===== src/verilog/iwd_pkg.sv =====
// Summary of operation
// - Start code enables watchdog, counting from full
// - Counter reaching zero requests system reset
// - Refresh code reloads counter from reload register
// - Unlock code opens guarded configuration registers
// - Any other key value relocks them
// - Refresh code also relocks them
// - Hardware option starts watchdog after reset
// - Debug halt freezes counter when bit set
// - Counter advances only on oscillator ticks
// - Timeout is divider times reload plus one
// - Update flag clears when reload reaches counter
// - Threshold busy clears within five oscillator cycles
// - Reload busy clears within five oscillator cycles
// - Divider busy clears within five oscillator cycles
// - Control bit selects interrupt instead of reset
// - Writing one clears pending interrupt, no unlock
// - Counter reaching threshold raises an interrupt
package iwd_pkg;

    localparam int ADDR_W = 8;
    localparam int DATA_W = 32;
    localparam int CNT_W = 12;
    localparam int PSC_W = 8;

    // Register byte offsets
    localparam logic [ADDR_W-1:0] OFF_KEY = 8'h00;
    localparam logic [ADDR_W-1:0] OFF_DIV = 8'h04;
    localparam logic [ADDR_W-1:0] OFF_RLD = 8'h08;
    localparam logic [ADDR_W-1:0] OFF_UST = 8'h0C;
    localparam logic [ADDR_W-1:0] OFF_CTL = 8'h10;
    localparam logic [ADDR_W-1:0] OFF_THR = 8'h14;
    localparam logic [ADDR_W-1:0] OFF_CNT = 8'h18;
    localparam logic [ADDR_W-1:0] OFF_EVS = 8'h1C;
    localparam logic [ADDR_W-1:0] OFF_EVM = 8'h20;

    // Key codes
    localparam logic [15:0] KEY_START = 16'hCCCC;
    localparam logic [15:0] KEY_REFRESH = 16'hAAAA;
    localparam logic [15:0] KEY_UNLOCK = 16'h5555;

    // Reset values and field positions
    localparam logic [CNT_W-1:0] CNT_FULL = 12'hFFF;
    localparam logic [CNT_W-1:0] CNT_ZERO = 12'h000;
    localparam logic [2:0] DIV_RST = 3'h0;
    localparam int CTL_SEL_BIT = 0;
    localparam int CTL_CLR_BIT = 1;
    localparam int UST_DIV_BIT = 0;
    localparam int UST_RLD_BIT = 1;
    localparam int UST_THR_BIT = 2;
    localparam int UST_UPD_BIT = 3;
    localparam int EV_W = 2;
    localparam int EV_THR_BIT = 0;
    localparam int EV_EXP_BIT = 1;
    localparam logic [EV_W-1:0] EV_NONE = 2'h0;

    // Oscillator ticks a busy flag stays set; must be at most five
    localparam logic [2:0] BUSY_TICKS = 3'h3;
    localparam logic [2:0] BUSY_ZERO = 3'h0;
    localparam logic [PSC_W-1:0] DIV_BASE = 8'h04;
    localparam logic [2:0] DIV_CODE_MAX = 3'h6;

    typedef struct packed {
        logic [ADDR_W-1:0] addr;
        logic [DATA_W-1:0] wdata;
        logic wr;
        logic rd;
    } iwd_bus_req_t;

endpackage : iwd_pkg


===== src/verilog/iwd_top.sv =====
module iwd_top
    import iwd_pkg::*;
(
    input wire logic mclk,
    input wire logic reset,
    input wire iwd_bus_req_t bus_req,
    output logic [DATA_W-1:0] rdata,
    input wire logic low_speed_oscillator,
    input wire logic hw_watchdog_opt,
    input wire logic core_halted,
    input wire logic debug_freeze_bit,
    output logic watchdog_reset_request,
    output logic irq
);

    // Synchronisers for asynchronous pins
    logic osc_s1_r;
    logic osc_s2_r;
    logic osc_s3_r;
    logic opt_s1_r;
    logic opt_s2_r;
    logic tick;

    // Software-side state
    logic run_r;
    logic unlock_r;
    logic [2:0] div_sw_r;
    logic [CNT_W-1:0] rld_sw_r;
    logic [CNT_W-1:0] thr_sw_r;
    logic sel_r;

    // Oscillator-side working copies
    logic [2:0] div_act_r;
    logic [CNT_W-1:0] rld_act_r;
    logic [CNT_W-1:0] thr_act_r;
    logic [2:0] div_cnt_r;
    logic [2:0] rld_cnt_r;
    logic [2:0] thr_cnt_r;
    logic div_busy_r;
    logic rld_busy_r;
    logic thr_busy_r;
    logic upd_r;

    logic [PSC_W-1:0] psc_r;
    logic [CNT_W-1:0] cnt_r;
    logic [EV_W-1:0] ev_stat_r;
    logic [EV_W-1:0] ev_mask_r;
    logic [EV_W-1:0] ev_set;
    logic [DATA_W-1:0] rdata_r;
    logic rst_req_r;
    logic irq_r;

    logic key_wr;
    logic [15:0] key_val;
    logic wr_div;
    logic wr_rld;
    logic wr_thr;
    logic wr_ctl;
    logic step;
    logic frozen;

    // Prescaler terminal value for a division code; codes above six act as six
    // At code six the shift wraps to zero, so the limit lands on 255 as wanted
    function automatic logic [PSC_W-1:0] div_limit(input logic [2:0] code);
        logic [2:0] c;
        c = (code > DIV_CODE_MAX) ? DIV_CODE_MAX : code;
        div_limit = (DIV_BASE << c) - 8'h01;
    endfunction : div_limit

    // Register write strobe for one offset
    function automatic logic hit_wr(input iwd_bus_req_t r, input logic [ADDR_W-1:0] off);
        hit_wr = r.wr && (r.addr == off);
    endfunction : hit_wr

    // Oscillator edge detect; first stage feeds only the second
    always_ff @(posedge mclk)
    begin
        osc_s1_r <= low_speed_oscillator;
        osc_s2_r <= osc_s1_r;
        osc_s3_r <= osc_s2_r;
    end

    // Option strap is an outside level; two flops settle it before use
    always_ff @(posedge mclk)
    begin
        opt_s1_r <= hw_watchdog_opt;
        opt_s2_r <= opt_s1_r;
    end

    // Tick is one mclk wide; the oscillator must stay far below mclk/4
    // or edges are lost and the timeout stretches
    assign tick = osc_s2_r && !osc_s3_r;
    assign frozen = core_halted && debug_freeze_bit;


    // Key decode; only the low half of the word carries the code
    assign key_wr = hit_wr(bus_req, OFF_KEY);
    assign key_val = bus_req.wdata[15:0];
    // Guarded writes are also dropped while their busy flag is set so a transfer is never torn
    assign wr_div = hit_wr(bus_req, OFF_DIV) && unlock_r && !div_busy_r;
    assign wr_rld = hit_wr(bus_req, OFF_RLD) && unlock_r && !rld_busy_r;
    assign wr_thr = hit_wr(bus_req, OFF_THR) && unlock_r && !thr_busy_r;
    assign wr_ctl = hit_wr(bus_req, OFF_CTL);

    // Enable: start key or strapped hardware option; only reset stops it
    // There is no stop key, so a runaway program cannot switch it off
    always_ff @(posedge mclk)
    begin
        if (reset)
            run_r <= 1'b0;
        else if (opt_s2_r)
            run_r <= 1'b1;
        else if (key_wr && key_val == KEY_START)
            run_r <= 1'b1;
    end

    // Write protection follows the last key value
    // A stray key write relocks, so a half-done unlock is never left open
    always_ff @(posedge mclk)
    begin
        if (reset)
            unlock_r <= 1'b0;
        else if (key_wr)
            unlock_r <= (key_val == KEY_UNLOCK);
    end

    // Guarded configuration values as software sees them
    // Reads return these at once; counting sees them only when busy clears
    always_ff @(posedge mclk)
    begin
        if (reset)
        begin
            div_sw_r <= DIV_RST;
            rld_sw_r <= CNT_FULL;
            thr_sw_r <= CNT_FULL;
        end
        else
        begin
            if (wr_div)
                div_sw_r <= bus_req.wdata[2:0];
            if (wr_rld)
                rld_sw_r <= bus_req.wdata[CNT_W-1:0];
            if (wr_thr)
                thr_sw_r <= bus_req.wdata[CNT_W-1:0];
        end
    end

    // Expiry action select; bit zero is guarded
    // The clear bit beside it is not guarded and is handled with the events
    always_ff @(posedge mclk)
    begin
        if (reset)
            sel_r <= 1'b0;
        else if (wr_ctl && unlock_r)
            sel_r <= bus_req.wdata[CTL_SEL_BIT];
    end

    // Busy flags: set by a write, cleared after a few oscillator ticks,
    // at which point the new value reaches the counting logic
    // Three ticks keep well inside the five-cycle limit software relies on
    always_ff @(posedge mclk)
    begin
        if (reset)
        begin
            div_busy_r <= 1'b0;
            div_cnt_r <= BUSY_ZERO;
            div_act_r <= DIV_RST;
        end
        else if (wr_div)
        begin
            div_busy_r <= 1'b1;
            div_cnt_r <= BUSY_ZERO;
        end
        else if (div_busy_r && tick)
        begin
            div_cnt_r <= div_cnt_r + 3'h1;
            if (div_cnt_r + 3'h1 == BUSY_TICKS)
            begin
                div_busy_r <= 1'b0;
                div_act_r <= div_sw_r;
            end
        end
    end

    // Reload transfer; the old reload stays in use until busy clears
    always_ff @(posedge mclk)
    begin
        if (reset)
        begin
            rld_busy_r <= 1'b0;
            rld_cnt_r <= BUSY_ZERO;
            rld_act_r <= CNT_FULL;
        end
        else if (wr_rld)
        begin
            rld_busy_r <= 1'b1;
            rld_cnt_r <= BUSY_ZERO;
        end
        else if (rld_busy_r && tick)
        begin
            rld_cnt_r <= rld_cnt_r + 3'h1;
            if (rld_cnt_r + 3'h1 == BUSY_TICKS)
            begin
                rld_busy_r <= 1'b0;
                rld_act_r <= rld_sw_r;
            end
        end
    end

    // Threshold transfer, same scheme as the reload
    always_ff @(posedge mclk)
    begin
        if (reset)
        begin
            thr_busy_r <= 1'b0;
            thr_cnt_r <= BUSY_ZERO;
            thr_act_r <= CNT_FULL;
        end
        else if (wr_thr)
        begin
            thr_busy_r <= 1'b1;
            thr_cnt_r <= BUSY_ZERO;
        end
        else if (thr_busy_r && tick)
        begin
            thr_cnt_r <= thr_cnt_r + 3'h1;
            if (thr_cnt_r + 3'h1 == BUSY_TICKS)
            begin
                thr_busy_r <= 1'b0;
                thr_act_r <= thr_sw_r;
            end
        end
    end

    // Refresh pending until the next tick loads the counter
    // Software can poll this to see that a refresh has really landed
    always_ff @(posedge mclk)
    begin
        if (reset)
            upd_r <= 1'b0;
        else if (key_wr && key_val == KEY_REFRESH)
            upd_r <= 1'b1;
        else if (tick)
            upd_r <= 1'b0;
    end

    // Prescaler: one counter step per divided oscillator period
    // Held at zero while stopped so a start always gives a full first period
    always_ff @(posedge mclk)
    begin
        if (reset || !run_r)
            psc_r <= '0;
        else if (tick && !frozen)
        begin
            if (psc_r >= div_limit(div_act_r))
                psc_r <= '0;
            else
                psc_r <= psc_r + 8'h01;
        end
    end

    assign step = run_r && tick && !frozen && (psc_r >= div_limit(div_act_r));

    // Down counter; a refresh takes precedence over a step in the same tick
    // In interrupt mode the expiry step reloads so counting carries on
    always_ff @(posedge mclk)
    begin
        if (reset)
            cnt_r <= CNT_FULL;
        else if (tick && upd_r)
            cnt_r <= rld_act_r;
        else if (step)
        begin
            if (cnt_r == CNT_ZERO)
                cnt_r <= rld_act_r;
            else
                cnt_r <= cnt_r - 12'h001;
        end
    end

    // Events raised by the counter this cycle
    // A load never raises the threshold event, only a decrement onto it
    always_comb
    begin
        ev_set = EV_NONE;
        if (step && !(tick && upd_r))
        begin
            if (cnt_r != CNT_ZERO && cnt_r - 12'h001 == thr_act_r)
                ev_set[EV_THR_BIT] = 1'b1;
            if (cnt_r == CNT_ZERO && sel_r)
                ev_set[EV_EXP_BIT] = 1'b1;
        end
    end

    // Reset request holds until the system reset comes back
    // Holding it means a short reset pulse elsewhere cannot be missed
    always_ff @(posedge mclk)
    begin
        if (reset)
            rst_req_r <= 1'b0;
        else if (step && !(tick && upd_r) && cnt_r == CNT_ZERO && !sel_r)
            rst_req_r <= 1'b1;
    end

    // Sticky events: read or clear bit clears, a new event wins
    always_ff @(posedge mclk)
    begin
        if (reset)
            ev_stat_r <= EV_NONE;
        else if ((bus_req.rd && bus_req.addr == OFF_EVS)
                 || (wr_ctl && bus_req.wdata[CTL_CLR_BIT]))
            ev_stat_r <= ev_set;
        else
            ev_stat_r <= ev_stat_r | ev_set;
    end

    // Event mask, free to write; it only gates the interrupt output
    always_ff @(posedge mclk)
    begin
        if (reset)
            ev_mask_r <= EV_NONE;
        else if (hit_wr(bus_req, OFF_EVM))
            ev_mask_r <= bus_req.wdata[EV_W-1:0];
    end

    // Level interrupt, one cycle behind the status
    // The lag buys a clean flop output with no decode glitches
    always_ff @(posedge mclk)
    begin
        if (reset)
            irq_r <= 1'b0;
        else
            irq_r <= |(ev_stat_r & ev_mask_r);
    end

    // Read data, valid in the cycle after the read strobe only
    // Returning zero otherwise lets several slaves share an or-ed read bus
    always_ff @(posedge mclk)
    begin
        if (reset || !bus_req.rd)
            rdata_r <= '0;
        else
        begin
            rdata_r <= '0;
            case (bus_req.addr)
                OFF_DIV: rdata_r[2:0] <= div_sw_r;
                OFF_RLD: rdata_r[CNT_W-1:0] <= rld_sw_r;
                OFF_UST:
                begin
                    rdata_r[UST_DIV_BIT] <= div_busy_r;
                    rdata_r[UST_RLD_BIT] <= rld_busy_r;
                    rdata_r[UST_THR_BIT] <= thr_busy_r;
                    rdata_r[UST_UPD_BIT] <= upd_r;
                end
                OFF_CTL: rdata_r[CTL_SEL_BIT] <= sel_r;
                OFF_THR: rdata_r[CNT_W-1:0] <= thr_sw_r;
                OFF_CNT: rdata_r[CNT_W-1:0] <= cnt_r;
                OFF_EVS: rdata_r[EV_W-1:0] <= ev_stat_r;
                OFF_EVM: rdata_r[EV_W-1:0] <= ev_mask_r;
                default: rdata_r <= '0;
            endcase
        end
    end

    // Outputs straight from their flops
    assign rdata = rdata_r;
    assign watchdog_reset_request = rst_req_r;
    assign irq = irq_r;

endmodule : iwd_top


===== config.mk =====
export PLATFORM = sky130hd
export DESIGN_NAME = iwd_top
export DESIGN_NICKNAME = d
export VERILOG_FILES = /design/src/verilog/iwd_pkg.sv /design/src/verilog/iwd_top.sv
export SDC_FILE = /design/constraint.sdc
export NUM_CORES = 1
export LEC_CHECK = 0
export ABC_CLOCK_PERIOD_IN_PS = 3870
export BUFFER_PORTS_ARGS = -buffer_cell sky130_fd_sc_hd__buf_2
export CAP_MARGIN = 20
export CORE_MARGIN = 5
export CORE_UTILIZATION = 34
export CTS_CLUSTER_DIAMETER = 50
export DETAILED_ROUTE_END_ITERATION = 8
export PLACE_DENSITY = 0.49
export SLEW_MARGIN = 20
export SYNTH_ARGS = -nofsm -noshare
export SYNTH_HDL_FRONTEND = slang
export SYNTH_SLANG_ARGS = --single-unit
export TNS_END_PERCENT = 50

===== constraint.sdc =====
create_clock -name mclk -period 3.87 [get_ports mclk]
set_clock_uncertainty 0.15 [all_clocks]
set_input_delay 0 -clock mclk [delete_from_list [all_inputs] [get_ports mclk]]
set_output_delay 0 -clock mclk [all_outputs]
set_load 0.1 [all_outputs]

Word level (Yosys, flattened, before mapping)
Index checks and enable logic that the tools add are counted.
{"block": "op_classes", "addsub": 6, "n_mul": 0, "n_div": 0, "order_cmp": 2, "n_eq_ne": 15, "shift": 1, "muxes": 27, "bitwise_logic": 5, "reduce_logical": 66}
{"cell": "two-way mux 12 bit", "n": 3}
{"cell": "equality test 16 bit (second input constant)", "n": 2}
{"cell": "equality test 8 x 5 -> 1 bit (second input constant)", "n": 4}
{"cell": "logical AND 1 bit", "n": 32}
{"cell": "one-hot mux 8 bit (3 select lines)", "n": 1}
{"cell": "nonzero test 2 bit", "n": 9}
{"cell": "equality test 16 x 15 -> 1 bit (second input constant)", "n": 1}
{"cell": "equality test 8 x 4 -> 1 bit (second input constant)", "n": 2}
{"cell": "two-way mux 1 bit", "n": 15}
{"cell": "equality test 12 bit", "n": 1}
{"cell": "logical NOT 12 bit", "n": 1}
{"cell": "nonzero test 12 bit", "n": 1}
{"cell": "subtractor 12 x 1 -> 12 bit (second input constant)", "n": 1}
{"cell": "adder 3 x 1 -> 3 bit (second input constant)", "n": 3}
{"cell": "equality test 3 x 2 -> 1 bit (second input constant)", "n": 3}
{"cell": "logical NOT 1 bit", "n": 9}
{"cell": "AND reduction 3 bit", "n": 3}
{"cell": "adder 8 x 1 -> 8 bit (second input constant)", "n": 1}
{"cell": "equality test 8 x 3 -> 1 bit (second input constant)", "n": 1}
{"cell": "equality test 8 x 6 -> 1 bit (second input constant)", "n": 1}
{"cell": ">= comparator 8 bit", "n": 1}
{"cell": "logical NOT 8 bit", "n": 1}
{"cell": "two-way mux 8 bit", "n": 1}
{"cell": "one-hot mux 1 bit (8 select lines)", "n": 1}
{"cell": "other kinds (14)", "n": 24}
{"block": "totals", "ff_bits": 133, "latch_bits": 0, "ram_bits": 0, "rom_bits": 0, "input_bits": 48, "out_inout_bits": 34, "elab_cells": 151, "n_memories": 0}

Depth between registers and ports, before layout
Gate-level depths: netlist of the first run.
{"block": "depth", "word_depth": 10, "ltp_mapped": 10, "mapped_depth_nobuf": 8}

Least setup slack after synthesis of the first run
No wires, ideal clock.
{"block": "synth_timing", "kind": "register to register", "start": "reg cnt_r[0]", "end": "reg ev_stat_r[0]", "setup_ns": 0.088, "t_arrival_ns": 1.974, "required_time_ns": 3.632, "path_slack_ns": 1.657, "path_stages_with_launch": 11, "n_path_buf": 2, "period_less_slack_ns": 2.213, "path_cell_list": "dfxtp_1 > buf_6 > inv_1 > ha_1 > buf_2 > or3b_1 > nor3_1 > or4_1 > a31oi_1 > nand3_1 > o32ai_2"}
{"block": "synth_via", "elab_chain_cells": 7, "word_cells_on_any_way": 8, "cone_classes": "1 x add/sub; 1 x eq/ne; 3 x mux; 1 x bitwise; 2 x reduce/logical"}
{"element": "start: declaration", "line_no": "iwd_top.sv:45", "text": "logic [CNT_W-1:0] cnt_r;"}
{"element": "start signal: assignment", "line_no": "iwd_top.sv:271", "text": "cnt_r <= rld_act_r;"}
{"element": "start signal: assignment", "line_no": "iwd_top.sv:275", "text": "cnt_r <= rld_act_r;"}
{"element": "start signal: assignment", "line_no": "iwd_top.sv:277", "text": "cnt_r <= cnt_r - 12'h001;"}
{"element": "subtractor 12 x 1 -> 12 bit", "line_no": "iwd_top.sv:288", "text": "if (cnt_r != CNT_ZERO && cnt_r - 12'h001 == thr_act_r)"}
{"element": "equality test 12 bit", "line_no": "iwd_top.sv:288"}
{"element": "logical AND 1 bit (*)", "line_no": "iwd_top.sv:288"}
{"element": "two-way mux 1 bit (*)", "line_no": "iwd_top.sv:288"}
{"element": "two-way mux 2 bit (*)", "line_no": "iwd_top.sv:286", "text": "if (step && !(tick && upd_r))"}
{"element": "OR 2 bit", "line_no": "iwd_top.sv:314", "text": "ev_stat_r <= ev_stat_r | ev_set;"}
{"element": "two-way mux 2 bit (*)", "line_no": "iwd_top.sv:310", "text": "else if ((bus_req.rd && bus_req.addr == OFF_EVS)"}
{"element": "end signal: assignment", "line_no": "iwd_top.sv:312", "text": "ev_stat_r <= ev_set;"}
{"element": "end signal: assignment", "line_no": "iwd_top.sv:314"}
{"element": "end: declaration", "line_no": "iwd_top.sv:46", "text": "logic [EV_W-1:0] ev_stat_r;"}
Every way passes the cells marked *; elsewhere a longest branch is shown, timed or not.
A chain may end at the register's enable or synchronous reset.

Final worst setup path of the first run
{"block": "layout_timing", "start": "reg div_act_r[2]", "end": "reg ev_stat_r[0]"}
{"block": "layout_via", "elab_chain_cells": 10}
{"element": "start: declaration", "line_no": "iwd_top.sv:33", "text": "logic [2:0] div_act_r;"}
{"element": "start signal: assignment", "line_no": "iwd_top.sv:180", "text": "div_act_r <= div_sw_r;"}
{"element": "> comparator 3 bit", "line_no": "iwd_top.sv:66", "text": "c = (code > DIV_CODE_MAX) ? DIV_CODE_MAX : code;"}
{"element": "two-way mux 3 bit (*)", "line_no": "iwd_top.sv:66"}
{"element": "left shift 3 x 3 -> 8 bit (*)", "line_no": "iwd_top.sv:67", "text": "div_limit = (DIV_BASE << c) - 8'h01;"}
{"element": "subtractor 8 x 1 -> 8 bit (*)", "line_no": "iwd_top.sv:67"}
{"element": ">= comparator 8 bit (*)", "line_no": "iwd_top.sv:262", "text": "assign step = run_r && tick && !frozen && (psc_r >= div_limit(div_act_r));"}
{"element": "logical AND 1 bit (*)", "line_no": "iwd_top.sv:262"}
{"element": "logical AND 1 bit (*)", "line_no": "iwd_top.sv:286"}
{"element": "two-way mux 2 bit (*)", "line_no": "iwd_top.sv:286"}
{"element": "OR 2 bit", "line_no": "iwd_top.sv:314"}
{"element": "two-way mux 2 bit (*)", "line_no": "iwd_top.sv:310"}
Marks and branches as above.

==> impl_metrics.tcl, run 1 <==
set metrics [dict create \
    status "complete, no violations" \
    placedCellCount 880 \
    p_leak_nw 2.681 \
    track_usage 0.1729 \
    async_flop_share 0 \
    period_share 0.7543 \
    final.setup.tns_ps 0 \
    holdBufCountCts 35 \
    worstPathCellList "o21ai_0 > ha_1 > nand2_1 > o21ai_0 > o211ai_2 > nor3_1 > nand3_1 > o32ai_2" \
    grt_setup_unrepaired "no" \
    final_common_cell "dfxtp_1" \
    layout-drive-gt1-share 0.1395 \
    p_per_area_nw_per_um2 419.3 \
    synthCells 649 \
    grt_pass1_wl_um 25320 \
    cts_root_buf "clkbuf_16" \
    hold_violations 0 \
    fin_ws_ps 950.7 \
    vias 4877 \
    crit_required_ps 4050 \
    clock_latency_ps 420 \
    cp.arrival_ps 3100 \
    placed_cell_area_sq_um 5858 \
    fp.dieH_um 137.8 \
    final_cell_mix "113 x dfxtp_1, 100 x nand2_1, 53 x nor2_1, 45 x buf_2, 36 x a21oi_1" \
    grt_pass1_vias 4742 \
    overflow 0 \
    clkTransAtPathRegs_ps 60 \
    clock_sinks 113 \
    design_area_sq_um 6782 \
    cap_viol_max_count 0 \
    routed_via_density 5.150 \
    critPathMaxStageDelay_ps 640 \
    max_clock_freq_mhz 342.5 \
    fp.dieW_um 137.8 \
    floorplan.die_area_sq_um 18980 \
    synth-seq-cells 113 \
    worstMarginPinSlew_ps 1005 \
    hold_class "in -> reg" \
    cts_tree "done" \
    synth.largest_area_cell "dfxtp_1" \
    wire_per_inst_um 16.57 \
    place_hpwl_um 11180 \
    antenna_found_initial 0 \
    cp_slowest_cell "nor3_1" \
    post-place-ws_ps 1020 \
    yosys.area.top_type_share 0.4076 \
    path_class "reg -> reg" \
    insertedDiodeCount 0 \
    synth_area_leaders "dfxtp_1 41%, nand2_1 6.8%, o211ai_1 3.8%" \
    ctsLongestPathBuffers 2 \
    setup_viol 0 \
    start_util 0.3481 \
    ys_seq_area_frac 0.4076 \
    cts_buffers 17 \
    stdcell_count 947 \
    ant_nets 0 \
    grt_max_degree 56 \
    drtIter0Drc 382 \
    syn_avg_cell_area_sq_um 8.552 \
    end_kind "flop" \
    peakVddDrop_mv 0.3133 \
    ys.flop_type "dfxtp_1" \
    synth_edf_count 0 \
    start_kind "flop" \
    syn_to_final_growth_pct 22.18 \
    core_region_area_sq_um 15940 \
    layout_min_cycle_time_ps 2919 \
    timing.hold.ws_ps 18.27 \
    maxSlewViolCount 0 \
    drc 0 \
    synthDistinctLibCells 65 \
    ys_warn_count 0 \
    row_count 46 \
    cp_common_cell "o21ai_0" \
    firstDrtPassIters 7 \
    totalWireLength_um 15690 \
    maxSlewHeadroom 0.3282 \
    boundaryPins 82 \
    postCtsSetupBuffers 0 \
    place.gp.congestion 0.8768 \
    final_nets 782 \
    crit_fanout 17 \
    portBuffers 45 \
    cts.repair.resized 0 \
    synthesis.area_sq_um 5550 \
    cts_max_level 4 \
]
## layout make-up
class	instances	area, sq um
Clock inverter	14	136.4
Inverter	21	78.83
Tap cell	216	270.3
Fill cell	1624	9161
Timing Repair Buffer	88	639.4
Multi-Input combinational cell	478	2969
Sequential cell	113	2262
Clock buffer	17	425.4
## where the power goes
part	internal [mW]	switching [mW]
sequential	1.17	0.00303
combinational	0.0429	0.140
clock	0.888	0.602
total	2.10	0.745
## worst max-delay path, delay by kind of cell (launching register included)
kind            cells  cell delay, ps
flops               1             430
compound gates      4            1030
fa+ha+maj           1             310
simple gates        3             920
## state kept, by name, indices dropped and copies added, names as in the netlist, 3 cells and up
| register | cells |
|---|---|
| rld_cnt_r | 3 |
| thr_act_r | 12 |
| div_act_r | 3 |
| div_cnt_r | 3 |
| rld_sw_r | 12 |
| thr_sw_r | 12 |
| div_sw_r | 3 |
| psc_r | 8 |
| rdata | 12 |
| thr_cnt_r | 3 |
| rld_act_r | 12 |
| cnt_r | 12 |
## final timing paths
kind	start	end	slack (ps)	cells after the start
setup reg to reg	div_act_r[2]	ev_stat_r[0]	950	8
setup / recovery	div_act_r[2]	ev_stat_r[0]	950	8
hold reg to reg	osc_s1_r	osc_s2_r	180	0
hold / removal	bus_req[14]	upd_r	20	5
## cells by family after synthesis
logic type	synth area share
DFF	0.4076
adders and majority gates	0.03381
and+or+nand+nor	0.2338
xor gates and xnor gates	0.04576
buffers and inverters	0.07169
other	0.0006756
muxes	0.03607
AOI/OAI and AO/OA	0.1707
## synthesized netlist by cell type (7+ instances only)
master / instances
dfxtp_1: 113
nand2_1: 100
nor2_1: 53
a21oi_1: 36
nand3_1: 30
o211ai_1: 28
clkbuf_1: 27
buf_4: 22
a22oi_1: 21
inv_1: 21
mux2i_1: 20
ha_1: 15
xnor2_1: 15
xor2_1: 14
nor3_1: 13
o21ai_0: 12
and3_1: 8
nand4_1: 7
## stage by stage
stage	total power, mW	utilization
floorplan	1.327	-
global placement	1.353	0.3670
detailed placement	1.354	0.3674
CTS	2.870	0.4247
global route	2.931	0.4254
finish	2.843	0.4254
## per-layer routing
metal  wire, um  vias to the layer above  track usage
met5          0                        -            0
met4        300                        0      0.06202
met3        668                       22      0.03068
met2       7408                      126       0.2758
met1       7313                     2317       0.2345
li1           -                     2412            -
Note: power is estimated with default switching activity, not from simulation.
==> run 2: changes to the inputs <==
- ABC_AREA: default -> 1
- ABC_CLOCK_PERIOD_IN_PS: 3870 -> 3000
- clock period: 3.87 -> 3 ns (I/O delays scaled with it)
==> run 2 against run 1 <==
Utilization down 0.18 points. Sequential share of layout area down 1.2 points. Clock power up 54%. Combinational power up 33%. Via count up 5.6%. Register-to-register slack worse by 390 ps. Critical path type is now in -> reg. Hold slack better by 7.0 ps. First-iteration DRC count down 14%. Sequential cell count unchanged. Sequential power up 29%. Total power up 43%. Count of clock-buffer cells in the layout up 2.
==> impl_metrics.tcl, run 2 <==
set metrics [dict create \
    firstDrtPassIters 5 \
    stdcell_count 1068 \
    max_clock_freq_mhz 357.3 \
    place.gp.congestion 0.8618 \
    start_util 0.3456 \
    boundaryPins 82 \
    cap_viol_max_count 0 \
    place_hpwl_um 11260 \
    hold_start "bus_req[39]" \
    maxSlewViolCount 0 \
    final_common_cell "nand2_1" \
    grt_setup_unrepaired "no" \
    ctsLongestPathBuffers 2 \
    r2r_slack_ps 560 \
    synth_edf_count 0 \
    layout-drive-gt1-share 0.1533 \
    placedCellCount 1004 \
    reg2reg_from "unlock_r" \
    final_cell_mix "145 x nand2_1, 113 x dfxtp_1, 98 x inv_1, 63 x a21oi_1" \
    cp.arrival_ps 2950 \
    crit_fanout 34 \
    totalWireLength_um 15170 \
    setup_viol 0 \
    startpoint "reset" \
    overflow 0 \
    syn_avg_cell_area_sq_um 7.550 \
    fp.dieH_um 139.8 \
    p_per_area_nw_per_um2 576.9 \
    insertedDiodeCount 0 \
    hold_class "in -> reg" \
    maxSlewHeadroom 0.4779 \
    portBuffers 45 \
    wire_per_inst_um 14.20 \
    cts.repair.resized 0 \
    n_fill_cell 1693 \
    grt_pass1_vias 4903 \
    ys_seq_area_frac 0.3948 \
    multiInputGateArea_sq_um 2833 \
    synth.largest_area_cell "dfxtp_1" \
    fin_ws_ps 201.1 \
    holdBufCountCts 32 \
    regArea_sq_um 2262 \
    antenna_found_initial 0 \
    floorplan.die_area_sq_um 19550 \
    path_class "in -> reg" \
    crit_required_ps 3150 \
    final_nets 898 \
    grt_pass1_wl_um 24990 \
    cts_tree "done" \
    cts_max_level 4 \
    ys.flop_type "dfxtp_1" \
    routed_via_density 4.822 \
    start_kind "input port" \
    synthDistinctLibCells 50 \
    synth_most_common_cell "nand2_1" \
    cts_root_buf "clkbuf_16" \
    hold_violations 0 \
    post-place-ws_ps 791.5 \
    drtIter0Drc 328 \
    drc 0 \
    synth_area_leaders "dfxtp_1 39%, nand2_1 9.5%, inv_1 6.4%" \
    synthesis.area_sq_um 5730 \
    clock_latency_ps 420 \
    syn_to_final_growth_pct 22.58 \
    cts_buffers 17 \
    final.setup.tns_ps 0 \
    row_count 47 \
    period_share 0.9330 \
    yosys.area.top_type_share 0.3948 \
    track_usage 0.1588 \
    ant_nets 0 \
    p_leak_nw 3.349 \
    fp.dieW_um 139.8 \
    peakVddDrop_mv 0.3608 \
    grt_max_degree 35 \
    ys_warn_count 0 \
    status "complete, no violations" \
    postCtsSetupBuffers 0 \
    core_region_area_sq_um 16580 \
    layout_min_cycle_time_ps 2799 \
    async_flop_share 0 \
    synthCells 759 \
    synth-seq-cells 113 \
    netlist_top_cells_count "145 x nand2_1, 113 x dfxtp_1, 98 x inv_1" \
    vias 5150 \
    clkTransAtPathRegs_ps 50 \
    clock_sinks 113 \
    worstMarginPinSlew_ps 783.2 \
    end_kind "flop" \
]
## run 2: routing by layer
metal	vias up	track usage	routed length [um]
met1	2373	0.2170	7269
met3	19	0.03568	724
met5	-	0	0
met4	0	0.05762	283
li1	2635	-	-
met2	123	0.2461	6890
## run 2: where the power goes
group | switching, mW | internal (mW)
sequential | 0.00332 | 1.51
combinational | 0.190 | 0.0541
clock | 0.718 | 1.58
## run 2: final cells by class
type                            count  share of cell area
Sequential cell                   113              0.3221
Clock inverter                     13             0.03313
Tap cell                          220             0.03919
Timing Repair Buffer               79             0.07980
Multi-Input combinational cell    514              0.4033
Clock buffer                       19             0.06306
Inverter                          110             0.05949
## run 2: through the flow
stage / util / hold WS [ps] / cell area (sq um) / power [mW]
final: 0.4236 / 25.25 / 7024 / 4.052
after global routing: 0.4236 / 36.73 / 7024 / 4.195
after CTS: 0.4236 / 10.62 / 7024 / 4.096
after detailed placement: 0.3635 / -40.28 / 6028 / 1.761
after global placement: 0.3635 / -44.43 / 6028 / 1.760
after floorplan: - / -122.3 / 5802 / 1.731
## run 2: worst paths after layout
path / to / cells after the start
worst max register to register: div_sw_r[1] / 5
worst max-delay path: div_sw_r[1] / 7
worst min-delay path: rdata[0] / 6
worst min register to register: opt_s2_r / 0
## run 2: worst max-delay path: stages
cell and delay, ps:
dlygate4sd3_1 520, buf_2 610, clkinv_1 440, o21ai_0 170, dlygate4sd3_1 580, a21oi_1 50
dlygate4sd3_1 560
## run 2: kinds of logic after synthesis
kind of cell | Yosys count | share of synthesized area
other | 1 | 0.0006544
buffers and inverters | 151 | 0.1234
flip-flops | 113 | 0.3948
XOR/XNOR | 8 | 0.01223
AO/OA/AOI/OAI | 175 | 0.1819
adder cells (fa/ha/maj) | 15 | 0.03275
AND/OR/NAND/NOR | 296 | 0.2544
